`config.mk`:
```
export PLATFORM = sky130hd
export DESIGN_NAME = rcs_ctrl_status
export DESIGN_NICKNAME = d
export VERILOG_FILES = /design/src/design/rcs_pkg.sv /design/src/design/rcs_ctrl_status.sv
export SDC_FILE = /design/constraint.sdc
export NUM_CORES = 1
export LEC_CHECK = 0
export BUFFER_PORTS_ARGS = -buffer_cell sky130_fd_sc_hd__buf_2
export CORE_ASPECT_RATIO = 1.2
export CORE_MARGIN = 5
export CORE_UTILIZATION = 25
export DETAILED_ROUTE_END_ITERATION = 12
export SLEW_MARGIN = 0
export SYNTH_ARGS = -nofsm -noshare
export SYNTH_HDL_FRONTEND = slang
export SYNTH_SLANG_ARGS = --single-unit
```
`constraint.sdc`:
```
create_clock -name CLK_SYS_I -period 3.1 [get_ports CLK_SYS_I]
set_input_delay 0.31 -clock CLK_SYS_I [delete_from_list [all_inputs] [get_ports CLK_SYS_I]]
set_output_delay 0.31 -clock CLK_SYS_I [all_outputs]
set_load 0.02 [all_outputs]
```
`src/design/rcs_pkg.sv`:
```
// Package of constants and types for the clock control, status and power-fail block.
`default_nettype none
package rcs_pkg;

  // ---------------------------------------------------------------------------
  // Clock and time constants
  // ---------------------------------------------------------------------------
  localparam int CLK_HZ                     = 250_000_000;
  localparam int CLK_PERIOD_NS              = 4;
  localparam int OSC_HZ                     = 32_768;
  localparam int OSC_DIV_CYC                = CLK_HZ / OSC_HZ;
  localparam int PROTECT_TIMEOUT_NS         = 30_000;
  localparam int PROTECT_TIMEOUT_CYC        = PROTECT_TIMEOUT_NS / CLK_PERIOD_NS;
  localparam int POWER_UP_HOLD_TIME_MS      = 200;
  localparam int POWER_UP_HOLD_CYC          = (POWER_UP_HOLD_TIME_MS * 1_000_000) / CLK_PERIOD_NS;

  // ---------------------------------------------------------------------------
  // Register indices; byte address is four times the index
  // ---------------------------------------------------------------------------
  localparam logic [5:0] IDX_RATE_OSC       = 6'h0A;
  localparam logic [5:0] IDX_MODE_IRQ       = 6'h0B;
  localparam logic [5:0] IDX_EVENT_FLAGS    = 6'h0C;
  localparam logic [5:0] IDX_BACKUP_VALID   = 6'h0D;
  localparam logic [5:0] IDX_RECOVERY_CFG   = 6'h0E;

  // ---------------------------------------------------------------------------
  // Field positions of the mode register
  // ---------------------------------------------------------------------------
  localparam int MB_TRANSFER_INHIBIT        = 7;
  localparam int MB_PERIODIC_IRQ_EN         = 6;
  localparam int MB_ALARM_IRQ_EN            = 5;
  localparam int MB_UPDATE_IRQ_EN           = 4;
  localparam int MB_SQUARE_WAVE_EN          = 3;
  localparam int MB_NUMBER_ENCODING_SEL     = 2;
  localparam int MB_HOUR_FORMAT_SEL         = 1;
  localparam int MB_DAYLIGHT_SAVING_EN      = 0;

  // ---------------------------------------------------------------------------
  // Oscillator control codes and divider chain points
  // ---------------------------------------------------------------------------
  localparam logic [2:0]  OSC_RUN_CODE      = 3'h2;
  localparam logic [1:0]  OSC_HOLD_TOP      = 2'h3;
  localparam logic [14:0] CHAIN_HALF_SEC    = 15'h4000;
  localparam logic [14:0] CHAIN_UIP_LEAD    = 15'h7FF8;
  localparam logic [14:0] CHAIN_LAST        = 15'h7FFF;

  // ---------------------------------------------------------------------------
  // Reset values
  // ---------------------------------------------------------------------------
  localparam logic [2:0] RST_OSC_CTRL       = 3'h0;
  localparam logic [3:0] RST_RATE           = 4'h0;
  localparam logic [7:0] RST_MODE           = 8'h00;
  localparam logic [7:0] RST_RECOVERY       = 8'h10;
  localparam logic [7:0] SOFT_RST_MODE_KEEP = 8'h87;

  typedef enum logic [1:0] {
    PWR_VALID,
    PWR_DRAIN,
    PWR_FAIL,
    PWR_HOLD
  } rcs_pwr_e;

  typedef struct packed {
    logic        ack;
    logic [7:0]  rdata;
    logic [2:0]  osc_ctrl;
    logic [3:0]  rate;
    logic        update_in_progress;
    logic [7:0]  mode;
    logic        irq_request_flag;
    logic        pf;
    logic        af;
    logic        uf;
    logic [7:0]  recov;
    logic [7:0]  wp_cnt;
    logic [12:0] osc_div;
    logic        tick;
    logic [14:0] chain;
    logic        tap_d;
    rcs_pwr_e    pstate;
    logic [25:0] pcnt;
    logic        ce_n;
    logic        isolate;
    logic        square_wave_out;
    logic        irq_oe;
    logic        xfer;
    logic        osc_on;
  } rcs_state_s;

endpackage
`default_nettype wire

```
`src/design/rcs_ctrl_status.sv`:
```
// Control, status and power-fail supervision logic of the clock/calendar block.
`default_nettype none

// Summary of operation
// Supply fail blocks every register write.
// Writes stay blocked for a programmable recovery interval after supply returns.
// Supply fail forces the SRAM chip enable output high.
// An SRAM access in flight may finish, but for at most 30 us.
// On power-up the SRAM chip enable stays high for 200 ms.
// With good supply and no hold, chip enable input passes to output.
// Battery isolation holds until supply is first seen valid.
// All four control registers answer at any time, update or not.
// Rate select picks one of 13 taps for square wave and periodic flag.
// Code 010 runs oscillator and divider; 11X runs oscillator, divider held.
// Any other oscillator code keeps the oscillator stopped.
// First update follows 500 ms after writing 010.
// Update-in-progress is read-only, set before update, cleared after, zero under inhibit.
// Mode register fully read/write; soft reset clears the four enables only.
// Daylight-saving enable drives the October fall-back in the time block.
// Daylight-saving enable drives the April spring-forward in the time block.
// Bit 1 selects 24-hour (1) or 12-hour (0) format.
// Bit 2 selects binary (1) or BCD (0) encoding.
// Square wave follows selected tap when enabled, else held low.
// Transfer inhibit stops time copy and clears update interrupt enable.
// Update interrupt enable reads zero whenever transfer inhibit is one.
// Flags set on update end, alarm match and each periodic tick.
// Request flag sets when any flag and its enable are both one.
// Event register read-only, low nibble zero, reading clears all flags.
// Reading the event register releases the interrupt request pin.
// Validity register reads backup valid in bit 7, zeros below.
// An enabled set flag raises the interrupt request.
module rcs_ctrl_status #(
  parameter int OSC_DIV_CYC         = rcs_pkg::OSC_DIV_CYC,
  parameter int PROTECT_TIMEOUT_CYC = rcs_pkg::PROTECT_TIMEOUT_CYC,
  parameter int POWER_UP_HOLD_CYC   = rcs_pkg::POWER_UP_HOLD_CYC
) (
  input  wire logic        CLK_SYS_I,
  input  wire logic        RST_I,
  input  wire logic        SOFT_RESET_I,
  input  wire logic [7:0]  AVS_ADDRESS_I,
  input  wire logic        AVS_READ_I,
  input  wire logic        AVS_WRITE_I,
  input  wire logic [31:0] AVS_WRITEDATA_I,
  input  wire logic [3:0]  AVS_BYTEENABLE_I,
  output logic      [31:0] AVS_READDATA_O,
  output logic             AVS_WAITREQUEST_O,
  input  wire logic        SUPPLY_FAIL_I,
  input  wire logic        BACKUP_VALID_I,
  input  wire logic        SRAM_CE_N_I,
  input  wire logic        ALARM_MATCH_I,
  output logic             SRAM_CE_N_O,
  output logic             BACKUP_ISOLATE_O,
  output logic             SQUARE_WAVE_OUT_O,
  output logic             IRQ_N_O,
  output logic             IRQ_OE_O,
  output logic             OSC_ON_O,
  output logic             TIME_XFER_O,
  output logic             DAYLIGHT_SAVING_EN_O,
  output logic             HOUR_FORMAT_SEL_O,
  output logic             NUMBER_ENCODING_SEL_O
);

  // ---------------------------------------------------------------------------
  // Limits sized to the counters
  // ---------------------------------------------------------------------------
  localparam logic [12:0] OSC_DIV_LAST = 13'(OSC_DIV_CYC - 1);
  localparam logic [25:0] PROT_LAST    = 26'(PROTECT_TIMEOUT_CYC - 1);
  localparam logic [25:0] HOLD_LAST    = 26'(POWER_UP_HOLD_CYC - 1);

  rcs_pkg::rcs_state_s st_ff;
  rcs_pkg::rcs_state_s nxt_st;

  logic       req;
  logic       cap;
  logic       wr_go;
  logic [5:0] idx;
  logic [7:0] wdat;
  logic       wprot;
  logic       div_run;
  logic       adv;
  logic       tap;
  logic       ev_any;
  logic       clr_flags;

  // Tap bit index for rate codes 1..15; code 0 selects no tap.
  function automatic logic [3:0] tap_bit(input logic [3:0] r);
    tap_bit = (r <= 4'h2) ? 4'(r + 4'h5) : 4'(r - 4'h2);
  endfunction

  assign req     = AVS_READ_I | AVS_WRITE_I;
  assign idx     = AVS_ADDRESS_I[7:2];
  assign wdat    = AVS_WRITEDATA_I[7:0];
  assign cap     = req & ~st_ff.ack;
  assign wprot   = SUPPLY_FAIL_I | (st_ff.wp_cnt != 8'h00);
  assign wr_go   = st_ff.ack & AVS_WRITE_I & AVS_BYTEENABLE_I[0] & ~wprot;
  assign div_run = (st_ff.osc_ctrl == rcs_pkg::OSC_RUN_CODE);
  assign adv     = st_ff.tick & div_run;
  assign tap     = (st_ff.rate != 4'h0) && st_ff.chain[tap_bit(st_ff.rate)];
  // The flag clear happens at the capture edge so that the value read and the
  // value cleared are the same; an event in that cycle survives the clear.
  assign clr_flags = (cap & AVS_READ_I & (idx == rcs_pkg::IDX_EVENT_FLAGS)) | SOFT_RESET_I;

  always_comb begin
    nxt_st      = st_ff;
    nxt_st.xfer = 1'b0;
    ev_any      = 1'b0;

    // -------------------------------------------------------------------------
    // Bus slave: one wait state, independent of the update cycle
    // -------------------------------------------------------------------------
    nxt_st.ack = cap;
    if (cap) begin
      nxt_st.rdata = 8'h00;
      if (AVS_READ_I) begin
        unique case (idx)
          rcs_pkg::IDX_RATE_OSC:     nxt_st.rdata = {st_ff.update_in_progress, st_ff.osc_ctrl, st_ff.rate};
          rcs_pkg::IDX_MODE_IRQ:     nxt_st.rdata = st_ff.mode;
          rcs_pkg::IDX_EVENT_FLAGS:  nxt_st.rdata = {st_ff.irq_request_flag, st_ff.pf, st_ff.af,
                                                    st_ff.uf, 4'h0};
          rcs_pkg::IDX_BACKUP_VALID: nxt_st.rdata = {BACKUP_VALID_I, 7'h00};
          rcs_pkg::IDX_RECOVERY_CFG: nxt_st.rdata = st_ff.recov;
          default:                   nxt_st.rdata = 8'h00;
        endcase
      end
    end
    if (wr_go) begin
      if (idx == rcs_pkg::IDX_RATE_OSC) begin
        nxt_st.osc_ctrl = wdat[6:4];
        nxt_st.rate     = wdat[3:0];
        // A fresh start lands the chain half way, so the first wrap is 500 ms out.
        if (wdat[6:4] == rcs_pkg::OSC_RUN_CODE && !div_run) begin
          nxt_st.chain = rcs_pkg::CHAIN_HALF_SEC;
        end
      end
      if (idx == rcs_pkg::IDX_MODE_IRQ) begin
        nxt_st.mode = wdat;
      end
      if (idx == rcs_pkg::IDX_RECOVERY_CFG) begin
        nxt_st.recov = wdat;
      end
    end
    if (SOFT_RESET_I) begin
      nxt_st.mode = nxt_st.mode & rcs_pkg::SOFT_RST_MODE_KEEP;
    end
    if (nxt_st.mode[rcs_pkg::MB_TRANSFER_INHIBIT]) begin
      nxt_st.mode[rcs_pkg::MB_UPDATE_IRQ_EN] = 1'b0;
    end
    nxt_st.osc_on = (nxt_st.osc_ctrl == rcs_pkg::OSC_RUN_CODE) ||
                    (nxt_st.osc_ctrl[2:1] == rcs_pkg::OSC_HOLD_TOP);

    // -------------------------------------------------------------------------
    // Timebase and update cycle
    // -------------------------------------------------------------------------
    nxt_st.tick    = 1'b0;
    nxt_st.osc_div = st_ff.osc_div + 13'h1;
    if (st_ff.osc_div == OSC_DIV_LAST) begin
      nxt_st.osc_div = 13'h0;
      nxt_st.tick    = 1'b1;
    end
    if (!div_run && !(wr_go && idx == rcs_pkg::IDX_RATE_OSC)) begin
      nxt_st.chain = 15'h0;
      nxt_st.update_in_progress   = 1'b0;
    end else if (adv) begin
      nxt_st.chain = st_ff.chain + 15'h1;
      if (st_ff.chain == rcs_pkg::CHAIN_UIP_LEAD) begin
        nxt_st.update_in_progress = 1'b1;
      end
      if (st_ff.chain == rcs_pkg::CHAIN_LAST) begin
        nxt_st.update_in_progress  = 1'b0;
        nxt_st.uf   = 1'b1;
        nxt_st.xfer = ~st_ff.mode[rcs_pkg::MB_TRANSFER_INHIBIT];
        ev_any      = 1'b1;
      end
    end
    if (st_ff.mode[rcs_pkg::MB_TRANSFER_INHIBIT]) begin
      nxt_st.update_in_progress = 1'b0;
    end
    nxt_st.tap_d = tap;

    // -------------------------------------------------------------------------
    // Event flags; a new event wins over a clear in the same cycle
    // -------------------------------------------------------------------------
    if (clr_flags) begin
      nxt_st.pf   = 1'b0;
      nxt_st.af   = 1'b0;
      nxt_st.irq_request_flag = 1'b0;
      if (!ev_any) begin
        nxt_st.uf = 1'b0;
      end
    end
    if (tap && !st_ff.tap_d) begin
      nxt_st.pf = 1'b1;
      ev_any    = 1'b1;
    end
    if (ALARM_MATCH_I) begin
      nxt_st.af = 1'b1;
      ev_any    = 1'b1;
    end
    if ((nxt_st.pf & nxt_st.mode[rcs_pkg::MB_PERIODIC_IRQ_EN]) |
        (nxt_st.af & nxt_st.mode[rcs_pkg::MB_ALARM_IRQ_EN]) |
        (nxt_st.uf & nxt_st.mode[rcs_pkg::MB_UPDATE_IRQ_EN])) begin
      nxt_st.irq_request_flag = 1'b1;
    end
    nxt_st.irq_oe = nxt_st.irq_request_flag;
    nxt_st.square_wave_out    = nxt_st.mode[rcs_pkg::MB_SQUARE_WAVE_EN] & tap;

    // -------------------------------------------------------------------------
    // Power-fail supervision
    // -------------------------------------------------------------------------
    if (SUPPLY_FAIL_I) begin
      nxt_st.wp_cnt = st_ff.recov;
    end else if (st_ff.tick && st_ff.wp_cnt != 8'h00) begin
      nxt_st.wp_cnt = st_ff.wp_cnt - 8'h1;
    end
    if (!SUPPLY_FAIL_I) begin
      nxt_st.isolate = 1'b0;
    end
    nxt_st.pcnt = st_ff.pcnt + 26'h1;
    unique case (st_ff.pstate)
      rcs_pkg::PWR_VALID: begin
        nxt_st.ce_n = SRAM_CE_N_I;
        nxt_st.pcnt = 26'h0;
        if (SUPPLY_FAIL_I) begin
          nxt_st.pstate = SRAM_CE_N_I ? rcs_pkg::PWR_FAIL : rcs_pkg::PWR_DRAIN;
          nxt_st.ce_n   = 1'b1;
          if (!SRAM_CE_N_I) begin
            nxt_st.ce_n = 1'b0;
          end
        end
      end
      rcs_pkg::PWR_DRAIN: begin
        // Only the access already running may continue; a new one cannot start.
        nxt_st.ce_n = SRAM_CE_N_I;
        if (SRAM_CE_N_I || st_ff.pcnt == PROT_LAST) begin
          nxt_st.pstate = rcs_pkg::PWR_FAIL;
          nxt_st.ce_n   = 1'b1;
        end
      end
      rcs_pkg::PWR_FAIL: begin
        nxt_st.ce_n = 1'b1;
        nxt_st.pcnt = 26'h0;
        if (!SUPPLY_FAIL_I) begin
          nxt_st.pstate = rcs_pkg::PWR_HOLD;
        end
      end
      rcs_pkg::PWR_HOLD: begin
        nxt_st.ce_n = 1'b1;
        if (SUPPLY_FAIL_I) begin
          nxt_st.pstate = rcs_pkg::PWR_FAIL;
          nxt_st.pcnt   = 26'h0;
        end else if (st_ff.pcnt == HOLD_LAST) begin
          nxt_st.pstate = rcs_pkg::PWR_VALID;
        end
      end
    endcase
  end

  always_ff @(posedge CLK_SYS_I or posedge RST_I) begin
    if (RST_I) begin
      st_ff          <= '0;
      st_ff.osc_ctrl <= rcs_pkg::RST_OSC_CTRL;
      st_ff.rate     <= rcs_pkg::RST_RATE;
      st_ff.mode     <= rcs_pkg::RST_MODE;
      st_ff.recov    <= rcs_pkg::RST_RECOVERY;
      st_ff.wp_cnt   <= rcs_pkg::RST_RECOVERY;
      st_ff.pstate   <= rcs_pkg::PWR_FAIL;
      st_ff.ce_n     <= 1'b1;
      st_ff.isolate  <= 1'b1;
    end else begin
      st_ff <= nxt_st;
    end
  end

  // ---------------------------------------------------------------------------
  // Outputs
  // ---------------------------------------------------------------------------
  assign AVS_READDATA_O        = {24'h000000, st_ff.rdata};
  assign AVS_WAITREQUEST_O     = ~st_ff.ack;
  assign SRAM_CE_N_O           = st_ff.ce_n;
  assign BACKUP_ISOLATE_O      = st_ff.isolate;
  assign SQUARE_WAVE_OUT_O     = st_ff.square_wave_out;
  assign IRQ_N_O               = 1'b0;
  assign IRQ_OE_O              = st_ff.irq_oe;
  assign OSC_ON_O              = st_ff.osc_on;
  assign TIME_XFER_O           = st_ff.xfer;
  assign DAYLIGHT_SAVING_EN_O  = st_ff.mode[rcs_pkg::MB_DAYLIGHT_SAVING_EN];
  assign HOUR_FORMAT_SEL_O     = st_ff.mode[rcs_pkg::MB_HOUR_FORMAT_SEL];
  assign NUMBER_ENCODING_SEL_O = st_ff.mode[rcs_pkg::MB_NUMBER_ENCODING_SEL];
endmodule // rcs_ctrl_status
`default_nettype wire

```
==> out/qor.csv <==
stage,metric,value,unit
final_layout,Antenna diodes,0,
worst_setup_path,crit-path cells,inv_1 > ha_1 > nor2b_1 > or2_1 > xnor2_1 > mux2i_1 > o211ai_1 > o22a_1 > nor3_1,
sta,max-slew violations,0,
yosys,Post-synth ARST share,100.0,%
final_layout,"commonest non-fill, non-tap cells in the layout","dfrtp_1 (103), nor2_1 (64), nand2_1 (61)",
worst_setup_path,CP Class,reg2reg,
yosys,Cells after Synth,584,
route,Via density,4.600,
worst_setup_path,CP max-delay cell,dfrtp_1,
route,highest metal layer with signal wires,met4,
route,Final ANT Viol Nets,0,
pwr,Static Leak,0.002832,uW
clock_tree,clk root buf,clkbuf_16,
floorplanning,Top Ports,96,
route,DR pass1 iterations,8,
route,Via Count,4177,
floorplanning,die area,0.02615,sq mm
global_routing,GRT Total Usage,9.668,%
worst_setup_path,Critical Path AT,2.84,ns
sta,unrepaired setup endpoints after global routing,false,
floorplanning,core area,0.02252,sq mm
global_routing,vias in the first global route,4129,
floorplanning,Die Span Y,176.1,um
pwr,final total power,2719,uW
sta,FMAX,0.3825,GHz
global_routing,initial antenna violation count,0,
clock_tree,clk_lat worst skew,0.34,ns
final_layout,largest register by flop count,st_ff,
clock_tree,CTS tree,yes,
final_layout,share of layout cells above drive strength 1,14.31,%
yosys,post-synthesis sequential area ratio,47.11,%
placement,final RePlAce weighted congestion,0.7848,
final_layout,max reg flops,91,
clock_tree,setup repair bufs after CTS,0,
pwr,cell internal pwr,2046,uW
pwr,PwrDens,421.3,mW/mm^2
yosys,Post-Synth XOR/XNOR Area,7.006,%
route,drt drc,0,
clock_tree,clock sink count,108,
yosys,ys flop type,dfrtp_1,
route,routed wl met3,455,um
final_layout,area grow syn2layout,12.25,%
clock_tree,# resized after CTS,0,
pwr,Clk pwr share,39.9,%
clock_tree,CTS Buf Count,9,
sta,Finish-stage setup viols,0,
pwr,Sw Share,24.77,%
route,total wire length,12420,um
sta,Slew Limit Headroom,34.27,%
yosys,area fraction in compound gates after synthesis,9.160,%
final_layout,"commonest non-fill, non-tap cell in the layout",dfrtp_1,
pwr,part of the power in registers,53.1,%
clock_tree,# H-tree levels,3,
sta,Worst Skew,0.008624,ns
yosys,synthesized flop and latch total,108,
worst_setup_path,Required @ worst endpoint,3.33,ns
yosys,Synth warnings,0,
floorplanning,DIE WIDTH,148.5,um
global_routing,first-pass GRT wire length,20580,um
route,WL met1,5906,um
final_layout,filler instances,2362,
yosys,Post-synth EDFFs,0,
yosys,largest family of logic cells by synthesized area,simple AND/OR/NAND/NOR gates,
clock_tree,Max clock buf depth,2,
yosys,Mapped Area,0.005751,sq mm
outcome,outcome,"finished, final reports clean",
global_routing,GR Overflow Total,0,
floorplanning,Starting Density,25.53,%
sta,crit share post-route,84.33,%
clock_tree,hold buffers post-CTS,0,
pwr,worst-case vdd ir drop,0.2602,mV
global_routing,largest net degree at the start of global routing,47,
placement,PortBufs,41,
yosys,synth unique cells,58,
placement,dpl hpwl,9166,um
sta,minimum clock period,2.614,ns
sta,final hold vios,0,
clock_tree,Clock transition at path regs,0.07,ns
worst_setup_path,CP endpoint kind,flip-flop,
worst_setup_path,Critical Path Start Type,flip-flop,
route,Iter 0 DRT Violations,283,
yosys,Post-Synth Adder-Cell Area,2.611,%
final_layout,layout net count,689,
sta,setup TNS,0,ns
pwr,combinational share of power,6.9,%
worst_setup_path,"slowest stage delay, CP",0.47,ns
pwr,net switching power,673.7,uW
floorplanning,Cell Rows,60,
yosys,mux contribution to synthesized area,5.374,%
yosys,Simple-Gate Fraction of Synth Area,22.11,%
route,met2 WL post-DR,5794,um
route,Avg WL per Cell,13.68,um
hold_path,HP Class,in2async,
yosys,Mean Syn Cell Area,9.847,sq um
worst_setup_path,Reg2Reg Depth,9,
run,Max-Cap Viols,0,
worst_setup_path,maximum fanout along the worst path,7,
sta,worst-margin pin slew,0.9839,ns
metal layers:
layer | global-route usage [%] | up-vias
li1 | - | 2054
met1 | 12.93 | 2022
met2 | 15.49 | 89
met3 | 1.772 | 12
met4 | 3.812 | 0
met5 | 0 | -
final timing paths:
kind	endpoint	from	slack, ns
setup / recovery	SQUARE_WAVE_OUT_O	st_ff[93]	0.49
hold reg to reg	st_ff[6]	st_ff[6]	0.47
setup reg to reg	SQUARE_WAVE_OUT_O	st_ff[93]	0.49
max in group asynchronous	st_ff[33]	RST_I	2.06
hold / removal	st_ff[51]	RST_I	0.19
min in group CLK_SYS_I	st_ff[95]	AVS_WRITEDATA_I[2]	0.22
Yosys cell counts (3+ instances only):
| cell | count | share of area, % |
|---|---|---|
| buf_4 | 34 | 4.4 |
| dfrtp_1 | 103 | 45 |
| a222oi_1 | 3 | 0.52 |
| nand4_1 | 11 | 1.2 |
| clkbuf_1 | 8 | 0.52 |
| a21oi_1 | 11 | 0.96 |
| nand2_1 | 61 | 4.0 |
| and2_1 | 7 | 0.76 |
| nor4_4 | 3 | 1.1 |
| inv_1 | 22 | 1.4 |
| o21ai_1 | 14 | 1.2 |
| mux2i_1 | 14 | 2.4 |
| ha_1 | 12 | 2.6 |
| dfstp_2 | 5 | 2.3 |
| o31ai_1 | 7 | 0.91 |
| xor2_1 | 26 | 4.0 |
| o211ai_1 | 4 | 0.52 |
| nor3b_1 | 5 | 0.65 |
| and4_1 | 3 | 0.46 |
| o21ai_0 | 20 | 1.7 |
| mux2_1 | 8 | 1.6 |
| nor2b_1 | 8 | 0.87 |
| a22o_1 | 8 | 1.2 |
| or3b_1 | 3 | 0.46 |
| nand2b_1 | 4 | 0.44 |
| mux2_2 | 7 | 1.4 |
| nor4_1 | 9 | 0.98 |
| and3_1 | 4 | 0.44 |
| nor3_1 | 8 | 0.70 |
| nand3_1 | 32 | 2.8 |
| nor2_1 | 64 | 4.2 |
| xnor2_1 | 20 | 3.0 |
layout make-up:
type	count	area, sq um	area share (%)
Clock inverter	6	40.04	0.6203
Timing Repair Buffer	49	277.8	4.303
Sequential cell	108	2709	41.97
Inverter	22	86.33	1.337
Clock buffer	10	239.0	3.702
Multi-Input combinational cell	434	2754	42.66
Tap cell	279	349.1	5.408
kinds of logic (layout without fill, tap and decap cells):
family	after synthesis	after routing
AOI/OAI and AO/OA	82	82
xor gates and xnor gates	46	46
adders and majority gates	12	12
buffers and inverters	66	87
DFF	108	108
muxes	29	29
other	1	25
and+or+nand+nor	240	240
worst max-delay path, delay by kind of cell, from the launching register on:
family,cells,cell delay [ns]
and+or+nand+nor,3,0.86
DFF,1,0.47
AOI/OAI and AO/OA,2,0.34
adders and majority gates,1,0.23
xor gates and xnor gates,1,0.23
muxes,1,0.23
buffers and inverters,1,0.15
metrics by stage:
| stage | area, sq um | setup slack, ns | util [%] | hold slack, ns | cells |
|---|---|---|---|---|---|
| 2_1_floorplan | 5844 | 0.8560 | - | 0.3756 | 608 |
| 3_3_place_gp | 6176 | 0.4221 | 27.42 | 0.4490 | 892 |
| 3_5_place_dp | 6176 | 0.4205 | 27.42 | 0.4562 | 892 |
| 4_1_cts | 6455 | 0.4653 | 28.66 | 0.2056 | 908 |
| 5_1_grt | 6455 | 0.2247 | 28.66 | 0.2211 | 908 |
| 6_report | 6455 | 0.4857 | 28.66 | 0.1893 | 908 |
power by group through the flow:
stage                     Sequential, uW  Combinational (uW)  Clock (uW)
after global routing                1450                 213        1170
after global placement              1470                 189           0
final                               1450                 189        1090
after floorplan                     1470                 154           0
after detailed placement            1470                 191           0
after CTS                           1440                 192        1120
(Power assumes the default switching activity.)
